**config.mk**
```make
export PLATFORM = sky130hd
export DESIGN_NAME = sdalu_top
export DESIGN_NICKNAME = d
export VERILOG_FILES = /design/src/inc/sdalu_pkg.sv /design/src/sdalu_lane.sv /design/src/sdalu_top.sv
export SDC_FILE = /design/constraint.sdc
export NUM_CORES = 1
export LEC_CHECK = 0
export ABC_AREA = 0
export BUFFER_PORTS_ARGS = -buffer_cell sky130_fd_sc_hd__buf_2
export CAP_MARGIN = 20
export CORE_ASPECT_RATIO = 0.9
export CORE_UTILIZATION = 65
export DETAILED_ROUTE_END_ITERATION = 16
export GPL_ROUTABILITY_DRIVEN = 1
export PLACE_DENSITY = 0.88
export SKIP_CTS_REPAIR_TIMING = 1
export SLEW_MARGIN = 20
export SYNTH_ARGS = -nofsm -noshare
export SYNTH_HDL_FRONTEND = slang
export SYNTH_SLANG_ARGS = --single-unit
```
**constraint.sdc**
```tcl
create_clock -name core_clk_i -period 8.23 [get_ports core_clk_i]
set_clock_uncertainty 0.15 [all_clocks]
set_input_delay 2.469 -clock core_clk_i [delete_from_list [all_inputs] [get_ports core_clk_i]]
set_output_delay 2.469 -clock core_clk_i [all_outputs]
set_load 0.01 [all_outputs]
```
**src/inc/sdalu_pkg.sv**
```systemverilog
// Shared constants and types for the saturating DSP arithmetic datapath.
// Assumes a single processor clock; no architectural state is held here.
package sdalu_pkg;

  // ---------------------------------------------------------------
  // Widths and timing
  // ---------------------------------------------------------------
  localparam int WORD_W = 32;
  localparam int HALF_W = 16;
  localparam int DEST_W = 7;
  localparam int LATENCY = 2;
  localparam int GUARD_BIT = 0;

  // ---------------------------------------------------------------
  // Clip limits and reset values
  // ---------------------------------------------------------------
  localparam logic [31:0] WORD_MAX = 32'h7FFFFFFF;
  localparam logic [31:0] WORD_MIN = 32'h80000000;
  localparam logic [15:0] HALF_MAX = 16'h7FFF;
  localparam logic [15:0] HALF_MIN = 16'h8000;
  localparam logic [31:0] DATA_RST = 32'h00000000;
  localparam logic [6:0] DEST_RST = 7'h00;

  // ---------------------------------------------------------------
  // Operation select
  // ---------------------------------------------------------------
  typedef enum logic [1:0] {
    OP_WORD_ABS = 2'b00,
    OP_WORD_ADD = 2'b01,
    OP_DUAL_ABS = 2'b10,
    OP_DUAL_ADD = 2'b11
  } sdalu_op_t;

endpackage : sdalu_pkg

```
**src/sdalu_lane.sv**
```systemverilog
// One saturating lane: clipped signed add, or clipped absolute value of
// the difference second minus first. Purely combinational.
// Assumes the caller registers inputs and output around it.
`timescale 1ns/100ps
module sdalu_lane #(
  parameter int W = 16
) (
  input wire logic [W-1:0] a_i,
  input wire logic [W-1:0] b_i,
  input wire logic abs_i,
  output logic [W-1:0] res_o
);

  // ---------------------------------------------------------------
  // Parameter check
  // ---------------------------------------------------------------
  if (W < 2) begin : g_bad_w
    $error("sdalu_lane: lane width must be at least 2");
  end

  localparam logic signed [W+1:0] LIM_MAX = {3'b000, {(W-1){1'b1}}};
  localparam logic signed [W+1:0] LIM_MIN = {3'b111, {(W-1){1'b0}}};

  logic signed [W+1:0] ext_a;
  logic signed [W+1:0] ext_b;
  logic signed [W+1:0] raw;
  logic signed [W+1:0] mag;

  // ---------------------------------------------------------------
  // Arithmetic
  // ---------------------------------------------------------------
  // Two guard bits keep the negation of the most negative value exact
  always_comb begin
    ext_a = {{2{a_i[W-1]}}, a_i};
    ext_b = {{2{b_i[W-1]}}, b_i};
    if (abs_i) begin
      raw = ext_b - ext_a;
      mag = raw[W+1] ? -raw : raw;
    end else begin
      raw = ext_a + ext_b;
      mag = raw;
    end
    if (mag > LIM_MAX) begin
      res_o = LIM_MAX[W-1:0];
    end else if (mag < LIM_MIN) begin
      res_o = LIM_MIN[W-1:0];
    end else begin
      res_o = mag[W-1:0];
    end
  end

endmodule : sdalu_lane

```
**src/sdalu_top.sv**
```systemverilog
// Saturating DSP arithmetic unit: word abs, word add, dual half abs and
// dual half add, each clipped and optionally guarded.
// Assumes issue logic presents one operation per cycle at most and that
// the register file performs the write when res_wr_en_o is high.
//
// Function
// - Word abs passes non-negative source, negates negative source.
// - Word abs of most negative word gives largest positive word.
// - Word abs runs as two-operand abs with first operand zero.
// - Word add clips sums above largest positive word to it.
// - Word add clips sums below most negative word; in-range unchanged.
// - Dual abs takes each half's magnitude, clipped to 0..0x7FFF.
// - Dual abs of half 0x8000 gives 0x7FFF in that half.
// - Dual abs runs as two-operand abs with first operand zero.
// - Dual add sums halves separately, clipping below to 0x8000.
// - Dual add clips above to 0x7FFF; low to 15:0, high 31:16.
// - Guarded operation writes only when guard bit 0 is one.
`timescale 1ns/100ps
module sdalu_top #(
  parameter int DATA_W = sdalu_pkg::WORD_W
) (
  input wire logic core_clk_i,
  input wire logic nrst_i,
  input wire logic op_valid_i,
  input wire logic [1:0] op_code_i,
  input wire logic [DATA_W-1:0] first_source_i,
  input wire logic [DATA_W-1:0] second_source_i,
  input wire logic guard_used_i,
  input wire logic [DATA_W-1:0] guard_value_i,
  input wire logic [sdalu_pkg::DEST_W-1:0] dest_sel_i,
  output logic res_valid_o,
  output logic res_wr_en_o,
  output logic [DATA_W-1:0] res_data_o,
  output logic [sdalu_pkg::DEST_W-1:0] res_dest_o
);

  // ---------------------------------------------------------------
  // Parameter check
  // ---------------------------------------------------------------
  // The dual lanes split the word in two equal halves of fixed width
  if (DATA_W != 2 * sdalu_pkg::HALF_W) begin : g_bad_width
    $error("sdalu_top: data width must be twice the half width");
  end

  localparam int HW = sdalu_pkg::HALF_W;

  sdalu_pkg::sdalu_op_t op_in;
  logic [DATA_W-1:0] opnd_a_d;
  logic [DATA_W-1:0] opnd_b_d;
  logic wr_allow_d;

  logic s1_valid_q;
  sdalu_pkg::sdalu_op_t s1_op_q;
  logic [DATA_W-1:0] s1_a_q;
  logic [DATA_W-1:0] s1_b_q;
  logic s1_wr_q;
  logic [sdalu_pkg::DEST_W-1:0] s1_dest_q;

  logic [DATA_W-1:0] word_res;
  logic [HW-1:0] lo_res;
  logic [HW-1:0] hi_res;
  logic [DATA_W-1:0] res_d;

  // ---------------------------------------------------------------
  // Issue decode
  // ---------------------------------------------------------------
  assign op_in = sdalu_pkg::sdalu_op_t'(op_code_i);

  // Abs operations become the two-operand form with a zero first operand
  always_comb begin
    case (op_in)
      sdalu_pkg::OP_WORD_ABS,
      sdalu_pkg::OP_DUAL_ABS: begin
        opnd_a_d = '0;
        opnd_b_d = first_source_i;
      end
      sdalu_pkg::OP_WORD_ADD,
      sdalu_pkg::OP_DUAL_ADD: begin
        opnd_a_d = first_source_i;
        opnd_b_d = second_source_i;
      end
      default: begin
        opnd_a_d = '0;
        opnd_b_d = '0;
      end
    endcase
  end

  // A missing guard behaves as a true guard
  assign wr_allow_d = !guard_used_i ||
                      guard_value_i[sdalu_pkg::GUARD_BIT];

  // ---------------------------------------------------------------
  // Stage one: operand registers
  // ---------------------------------------------------------------
  always_ff @(posedge core_clk_i or negedge nrst_i) begin
    if (!nrst_i) begin
      s1_valid_q <= 1'b0;
      s1_wr_q <= 1'b0;
    end else begin
      s1_valid_q <= op_valid_i;
      s1_wr_q <= op_valid_i && wr_allow_d;
    end
  end

  always_ff @(posedge core_clk_i or negedge nrst_i) begin
    if (!nrst_i) begin
      s1_op_q <= sdalu_pkg::OP_WORD_ABS;
      s1_a_q <= sdalu_pkg::DATA_RST;
      s1_b_q <= sdalu_pkg::DATA_RST;
      s1_dest_q <= sdalu_pkg::DEST_RST;
    end else if (op_valid_i) begin
      s1_op_q <= op_in;
      s1_a_q <= opnd_a_d;
      s1_b_q <= opnd_b_d;
      s1_dest_q <= dest_sel_i;
    end
  end

  // ---------------------------------------------------------------
  // Saturating lanes
  // ---------------------------------------------------------------
  sdalu_lane #(
    .W(DATA_W)
  ) u_word_lane (
    .a_i(s1_a_q),
    .b_i(s1_b_q),
    .abs_i(s1_op_q == sdalu_pkg::OP_WORD_ABS),
    .res_o(word_res)
  );

  sdalu_lane #(
    .W(HW)
  ) u_lo_lane (
    .a_i(s1_a_q[HW-1:0]),
    .b_i(s1_b_q[HW-1:0]),
    .abs_i(s1_op_q == sdalu_pkg::OP_DUAL_ABS),
    .res_o(lo_res)
  );

  sdalu_lane #(
    .W(HW)
  ) u_hi_lane (
    .a_i(s1_a_q[DATA_W-1:HW]),
    .b_i(s1_b_q[DATA_W-1:HW]),
    .abs_i(s1_op_q == sdalu_pkg::OP_DUAL_ABS),
    .res_o(hi_res)
  );

  always_comb begin
    case (s1_op_q)
      sdalu_pkg::OP_DUAL_ABS,
      sdalu_pkg::OP_DUAL_ADD: res_d = {hi_res, lo_res};
      sdalu_pkg::OP_WORD_ABS,
      sdalu_pkg::OP_WORD_ADD: res_d = word_res;
      default: res_d = word_res;
    endcase
  end

  // ---------------------------------------------------------------
  // Stage two: result registers
  // ---------------------------------------------------------------
  always_ff @(posedge core_clk_i or negedge nrst_i) begin
    if (!nrst_i) begin
      res_valid_o <= 1'b0;
      res_wr_en_o <= 1'b0;
    end else begin
      res_valid_o <= s1_valid_q;
      res_wr_en_o <= s1_valid_q && s1_wr_q;
    end
  end

  // Data holds between results, which saves toggling on idle cycles
  always_ff @(posedge core_clk_i or negedge nrst_i) begin
    if (!nrst_i) begin
      res_data_o <= sdalu_pkg::DATA_RST;
      res_dest_o <= sdalu_pkg::DEST_RST;
    end else if (s1_valid_q) begin
      res_data_o <= res_d;
      res_dest_o <= s1_dest_q;
    end
  end

  // ---------------------------------------------------------------
  // Checks
  // ---------------------------------------------------------------
  // Values sampled before reset release must not feed the checks
  logic [1:0] settle_q;
  logic settled;
  logic signed [DATA_W:0] chk_wsum;
  logic signed [HW:0] chk_lsum;
  logic signed [HW:0] chk_hsum;
  logic [HW-1:0] src_lo;
  logic [HW-1:0] src_hi;
  logic issued_wabs;
  logic issued_wadd;
  logic issued_dabs;
  logic issued_dadd;

  always_ff @(posedge core_clk_i or negedge nrst_i) begin
    if (!nrst_i) begin
      settle_q <= 2'h0;
    end else if (settle_q != 2'(sdalu_pkg::LATENCY)) begin
      settle_q <= settle_q + 2'h1;
    end
  end

  assign settled = (settle_q == 2'(sdalu_pkg::LATENCY));
  assign chk_wsum = $signed({first_source_i[DATA_W-1], first_source_i}) +
                    $signed({second_source_i[DATA_W-1], second_source_i});
  assign chk_lsum = $signed({first_source_i[HW-1], first_source_i[HW-1:0]})
                  + $signed({second_source_i[HW-1],
                             second_source_i[HW-1:0]});
  assign chk_hsum = $signed({first_source_i[DATA_W-1],
                             first_source_i[DATA_W-1:HW]})
                  + $signed({second_source_i[DATA_W-1],
                             second_source_i[DATA_W-1:HW]});
  assign src_lo = first_source_i[HW-1:0];
  assign src_hi = first_source_i[DATA_W-1:HW];
  assign issued_wabs = op_valid_i && (op_in == sdalu_pkg::OP_WORD_ABS);
  assign issued_wadd = op_valid_i && (op_in == sdalu_pkg::OP_WORD_ADD);
  assign issued_dabs = op_valid_i && (op_in == sdalu_pkg::OP_DUAL_ABS);
  assign issued_dadd = op_valid_i && (op_in == sdalu_pkg::OP_DUAL_ADD);

  abs_pass_a: assert property (
    @(posedge core_clk_i) disable iff (!nrst_i)
    issued_wabs && !first_source_i[DATA_W-1] |->
      ##2 res_data_o == $past(first_source_i, 2))
    else $error("word abs altered a non-negative source");

  abs_negate_a: assert property (
    @(posedge core_clk_i) disable iff (!nrst_i)
    issued_wabs && first_source_i[DATA_W-1] &&
    first_source_i != sdalu_pkg::WORD_MIN |->
      ##2 res_data_o == DATA_W'(-$past(first_source_i, 2)))
    else $error("word abs did not negate a negative source");

  abs_min_clip_a: assert property (
    @(posedge core_clk_i) disable iff (!nrst_i)
    issued_wabs && first_source_i == sdalu_pkg::WORD_MIN |->
      ##2 res_data_o == sdalu_pkg::WORD_MAX)
    else $error("word abs of most negative value not clipped");

  abs_zero_opnd_a: assert property (
    @(posedge core_clk_i) disable iff (!nrst_i)
    issued_wabs |=> s1_a_q == '0 && s1_b_q == $past(first_source_i))
    else $error("word abs operands not zero and source");

  add_high_clip_a: assert property (
    @(posedge core_clk_i) disable iff (!nrst_i)
    issued_wadd && chk_wsum > $signed({1'b0, sdalu_pkg::WORD_MAX}) |->
      ##2 res_data_o == sdalu_pkg::WORD_MAX)
    else $error("word add overflow not clipped to maximum");

  add_low_clip_a: assert property (
    @(posedge core_clk_i) disable iff (!nrst_i)
    issued_wadd && chk_wsum < $signed({1'b1, sdalu_pkg::WORD_MIN}) |->
      ##2 res_data_o == sdalu_pkg::WORD_MIN)
    else $error("word add underflow not clipped to minimum");

  add_in_range_a: assert property (
    @(posedge core_clk_i) disable iff (!nrst_i)
    issued_wadd && chk_wsum[DATA_W] == chk_wsum[DATA_W-1] |->
      ##2 res_data_o == $past(chk_wsum[DATA_W-1:0], 2))
    else $error("word add in-range sum altered");

  dual_abs_lane_a: assert property (
    @(posedge core_clk_i) disable iff (!nrst_i)
    issued_dabs && src_lo != sdalu_pkg::HALF_MIN &&
    src_hi != sdalu_pkg::HALF_MIN |->
      ##2 res_data_o[HW-1:0] == ($past(src_lo[HW-1], 2) ?
            HW'(-$past(src_lo, 2)) : $past(src_lo, 2)) &&
          res_data_o[DATA_W-1:HW] == ($past(src_hi[HW-1], 2) ?
            HW'(-$past(src_hi, 2)) : $past(src_hi, 2)))
    else $error("dual abs half magnitude wrong");

  dual_abs_min_a: assert property (
    @(posedge core_clk_i) disable iff (!nrst_i)
    issued_dabs && (src_lo == sdalu_pkg::HALF_MIN ||
                    src_hi == sdalu_pkg::HALF_MIN) |->
      ##2 (res_data_o[HW-1] == 1'b0 && res_data_o[DATA_W-1] == 1'b0) &&
          ($past(src_lo, 2) != sdalu_pkg::HALF_MIN ||
           res_data_o[HW-1:0] == sdalu_pkg::HALF_MAX) &&
          ($past(src_hi, 2) != sdalu_pkg::HALF_MIN ||
           res_data_o[DATA_W-1:HW] == sdalu_pkg::HALF_MAX))
    else $error("dual abs of most negative half not clipped");

  dual_zero_opnd_a: assert property (
    @(posedge core_clk_i) disable iff (!nrst_i)
    issued_dabs |=> s1_a_q == '0 && s1_b_q == $past(first_source_i))
    else $error("dual abs operands not zero and source");

  dual_add_low_a: assert property (
    @(posedge core_clk_i) disable iff (!nrst_i)
    issued_dadd && chk_lsum < $signed({1'b1, sdalu_pkg::HALF_MIN}) |->
      ##2 res_data_o[HW-1:0] == sdalu_pkg::HALF_MIN)
    else $error("dual add low half underflow not clipped");

  dual_add_high_a: assert property (
    @(posedge core_clk_i) disable iff (!nrst_i)
    issued_dadd && chk_hsum > $signed({1'b0, sdalu_pkg::HALF_MAX}) |->
      ##2 res_data_o[DATA_W-1:HW] == sdalu_pkg::HALF_MAX)
    else $error("dual add high half overflow not clipped");

  dual_add_place_a: assert property (
    @(posedge core_clk_i) disable iff (!nrst_i)
    issued_dadd && chk_lsum[HW] == chk_lsum[HW-1] &&
    chk_hsum[HW] == chk_hsum[HW-1] |->
      ##2 res_data_o == {$past(chk_hsum[HW-1:0], 2),
                         $past(chk_lsum[HW-1:0], 2)})
    else $error("dual add halves misplaced or altered");

  guard_write_a: assert property (
    @(posedge core_clk_i) disable iff (!nrst_i)
    settled |->
      res_wr_en_o == ($past(op_valid_i, 2) &&
                      (!$past(guard_used_i, 2) ||
                       $past(guard_value_i[sdalu_pkg::GUARD_BIT], 2))))
    else $error("write enable disagrees with guard");

  fixed_latency_a: assert property (
    @(posedge core_clk_i) disable iff (!nrst_i)
    settled |-> res_valid_o == $past(op_valid_i, 2) &&
      (!res_valid_o || res_dest_o == $past(dest_sel_i, 2)))
    else $error("result not two cycles after issue");

endmodule : sdalu_top

```
==> out/qor.log <==
[run_status] result of the run completed
[logic_synthesis] number of different library cells in the post-synthesis netlist 88
[sta] Sum Neg Setup Slack 0 ns
[final_layout] layout cell share with drive strength beyond 1 13.6%
[sta] worst slew slack as a fraction of its limit 26.8%
[clock_tree] latest clock arrival within the worst-skew pair 0.44 ns
[min_path] number of stages on the worst hold path 1
[worst_setup_path] worst r2r path cells 13
[logic_synthesis] Post-synth EDFFs 0
[min_path] path class of the lowest-slack min-delay path register to register
[sta] total of endpoints with negative setup slack in the final report 0
[sta] pin slew with the least headroom to its limit 1.10 ns
[logic_synthesis] cell area after synthesis 12100 um^2
[sta] highest achievable clock rate 166 MHz
[logic_synthesis] total nets after synthesis 1750
[clock_tree] TritonCTS buffer count 17
[worst_setup_path] crit start category register
[sta] number of hold violations in the final report 0
[sta] Fin Hold WS 0.340 ns
[final_layout] nets 1804
[logic_synthesis] most numerous cell types in the synthesized netlist sky130_fd_sc_hd__a21oi_1 (154), sky130_fd_sc_hd__nor2_1 (147), sky130_fd_sc_hd__dfrtp_1 (116)
[floorplan] Std-Cell Core Area 17900 um^2
[place] DP Wirelength 31.3 mm
[logic_synthesis] #FFs+latches synth 116
[detailed_routing] DRC violation count after routing 0
[worst_setup_path] delay of the slowest critical-path stage 0.94 ns
[floorplan] Starting Density 67.5%
[floorplan] Die Area 19100 um^2
[detailed_routing] antenna-violating nets left 0
[detailed_routing] number of search-and-repair iterations in the first detailed-routing pass 8
[clock_tree] register clock-pin slew on the reported worst setup and hold paths 0.07 ns
[worst_setup_path] type of the setup path with the least slack register to register
[power_and_ir_drop] VDD IR max 0.141 mV
[floorplan] floorplan die width 146 um
[flow_run] count of max-cap constraint violations 0
[worst_setup_path] maximum fanout along the worst path 12
[logic_synthesis] share of flip-flops with an asynchronous set or reset after synthesis 100%
[worst_setup_path] cell with the largest stage delay on the worst path sky130_fd_sc_hd__a211oi_2
[detailed_routing] mean routed wirelength per cell 22.2 um
[floorplan] standard-cell rows 46
[clock_tree] CTS Root Cell sky130_fd_sc_hd__clkbuf_16
[logic_synthesis] Yosys top cell by area sky130_fd_sc_hd__dfrtp_1
[global_route] first-pass GRT wire length 66.4 mm
[logic_synthesis] area share of the largest cell type after synthesis 24.0%
[logic_synthesis] yosys warns 0
[logic_synthesis] number of instances in the synthesized netlist 1569
[worst_setup_path] worst reg2reg path endpoint res_data_o[18]
[global_route] total overflow reported by the global router 0
[logic_synthesis] most instantiated library cell after synthesis sky130_fd_sc_hd__a21oi_1
[clock_tree] number of H-tree branching levels 4
[global_route] via count of the first global-routing pass 12500
[global_route] antenna violations before repair 0
[clock_tree] clk buf depth 2
[detailed_routing] DRT iter0 DRCs 1506
[worst_setup_path] Critical Path End Type register
[worst_setup_path] Worst path top cell family by delay compound AO/OA/AOI/OAI gates
[worst_setup_path] Worst Path Buf+Inv 1
[global_route] pin count of the biggest net entering global routing 121
[place] Final GP Congestion 1.04
[min_path] capture endpoint of the worst hold path res_wr_en_o
[detailed_routing] via total after detailed routing 13000
[logic_synthesis] synthesized area divided by synthesized cell count 7.70 um^2
[sta] share of the cycle needed by the critical path after routing 73.2%
[clock_tree] CTS tree done
[power_and_ir_drop] Leakage Power 0.00551 uW
[floorplan] vertical die dimension 131 um
[detailed_routing] wirelength, routed 41.7 mm
[power_and_ir_drop] total design power 3260 uW
[worst_setup_path] slack of the worst reg-to-reg path 2.21 ns
[global_route] total track usage 43.8%
[place] Port Buf Inserts 118
[detailed_routing] post-detailed-route via-to-cell ratio 6.94
[worst_setup_path] CP Cell Sequence inv_1 -> ha_1 -> a21o_1 -> a31oi_1 -> o211ai_1 -> o31ai_1 -> o22ai_1 -> xnor2_1 -> a2111oi_0 -> and4_1 -> a211oi_4 -> a211oi_2 -> a221oi_1
[logic_synthesis] largest cells by area after synthesis sky130_fd_sc_hd__dfrtp_1 (24%), sky130_fd_sc_hd__ha_1 (7.0%), sky130_fd_sc_hd__a21oi_1 (6.4%)
[clock_tree] sink count of the clock tree 116
[floorplan] Boundary Pins 150
[worst_setup_path] startpoint of the most critical register-to-register path s1_a_q[7]
[logic_synthesis] flip-flop cell with the highest count after synthesis sky130_fd_sc_hd__dfrtp_1
[sta] min cycle time layout 6.02 ns
[sta] max-slew violation count 0
[final_layout] area grow syn2layout 10.3%
[final_layout] diode count 0
[min_path] hold wc startpoint s1_wr_q
[power_and_ir_drop] PwrDens 245 nW/um^2
[worst_setup_path] Data required, critical path 8.33 ns
[worst_setup_path] worst path arrival time 6.12 ns
[sta] setup repair after global routing missed its margin no
[logic_synthesis] sequential fraction of the synthesis area 24.0%
stage by stage:
step	cells	setup WS [ns]	utilization, %	cell area [um^2]
global route	1876	1.97	74.4	13300
floorplan	1569	3.89	-	12100
finish	1876	2.21	74.4	13300
global placement	1843	2.63	70.9	12700
CTS	1876	2.48	74.4	13300
detailed placement	1844	2.45	71.0	12700
cell type report:
| cell class | instances | area (um^2) |
|---|---|---|
| clock buffers | 19 | 443 |
| multi-input cells | 1273 | 8480 |
| clock inverters | 13 | 170 |
| repair buffers | 133 | 706 |
| flip-flops and latches | 116 | 2900 |
| fillers | 1367 | 4590 |
| inverters | 82 | 308 |
| well taps | 240 | 300 |
logic make-up after synthesis:
logic type	synth area share, %
mux	5.01
flops	24.0
xor+xnor	6.82
simple gates	20.4
fa+ha+maj	7.71
buf+inv	5.82
compound gates	30.2
cell usage in the layout, fill, tap and decap left out, types with 18 or more instances in the layout:
cell / instances
sky130_fd_sc_hd__ha_1: 68
sky130_fd_sc_hd__mux2i_1: 39
sky130_fd_sc_hd__a211oi_1: 29
sky130_fd_sc_hd__and3_1: 18
sky130_fd_sc_hd__nand2_1: 110
sky130_fd_sc_hd__a21oi_1: 154
sky130_fd_sc_hd__xnor2_1: 69
sky130_fd_sc_hd__nor2_1: 145
sky130_fd_sc_hd__mux2_2: 19
sky130_fd_sc_hd__dfrtp_1: 115
sky130_fd_sc_hd__xor2_1: 25
sky130_fd_sc_hd__nand3_1: 64
sky130_fd_sc_hd__o21ai_0: 112
sky130_fd_sc_hd__inv_1: 78
sky130_fd_sc_hd__a31oi_1: 20
sky130_fd_sc_hd__nor3_1: 36
sky130_fd_sc_hd__a21o_1: 23
sky130_fd_sc_hd__buf_2: 117
report_power, final:
part / switching [uW] / internal, uW
registers: 67.5 / 666
clock network: 319 / 489
logic: 1110 / 608
worst max-delay path by stage:
| stage | start | endpoint | slack (ns) | depth (start not counted) |
|---|---|---|---|---|
| 6_report | s1_a_q[7] | res_data_o[18] | 2.21 | 13 |
| 5_1_grt | s1_a_q[4] | res_data_o[18] | 1.97 | 13 |
| 4_1_cts | s1_a_q[4] | res_data_o[18] | 2.48 | 13 |
| 3_5_place_dp | s1_a_q[0] | res_data_o[18] | 2.45 | 13 |
| 3_3_place_gp | s1_a_q[0] | res_data_o[18] | 2.63 | 13 |
| 2_1_floorplan | s1_a_q[0] | res_data_o[18] | 3.89 | 13 |
state kept, by name, summed over array words and instances (netlist names), 2 cells and up:
signal / count
s1_dest_q: 7
res_dest_o: 7
s1_b_q: 32
res_data_o: 32
s1_a_q: 32
s1_op_q: 2
routing by layer:
metal	share of wire [%]	GRT usage, %	routed length [um]	up-vias
met5	0	0	0	-
met4	6.5	25.3	2720	0
met3	9.2	7.95	3830	216
met2	47	72.5	19600	842
met1	37	53.6	15500	6057
li1	-	-	-	5897
No activity file was read; power rests on OpenSTA's default activity.
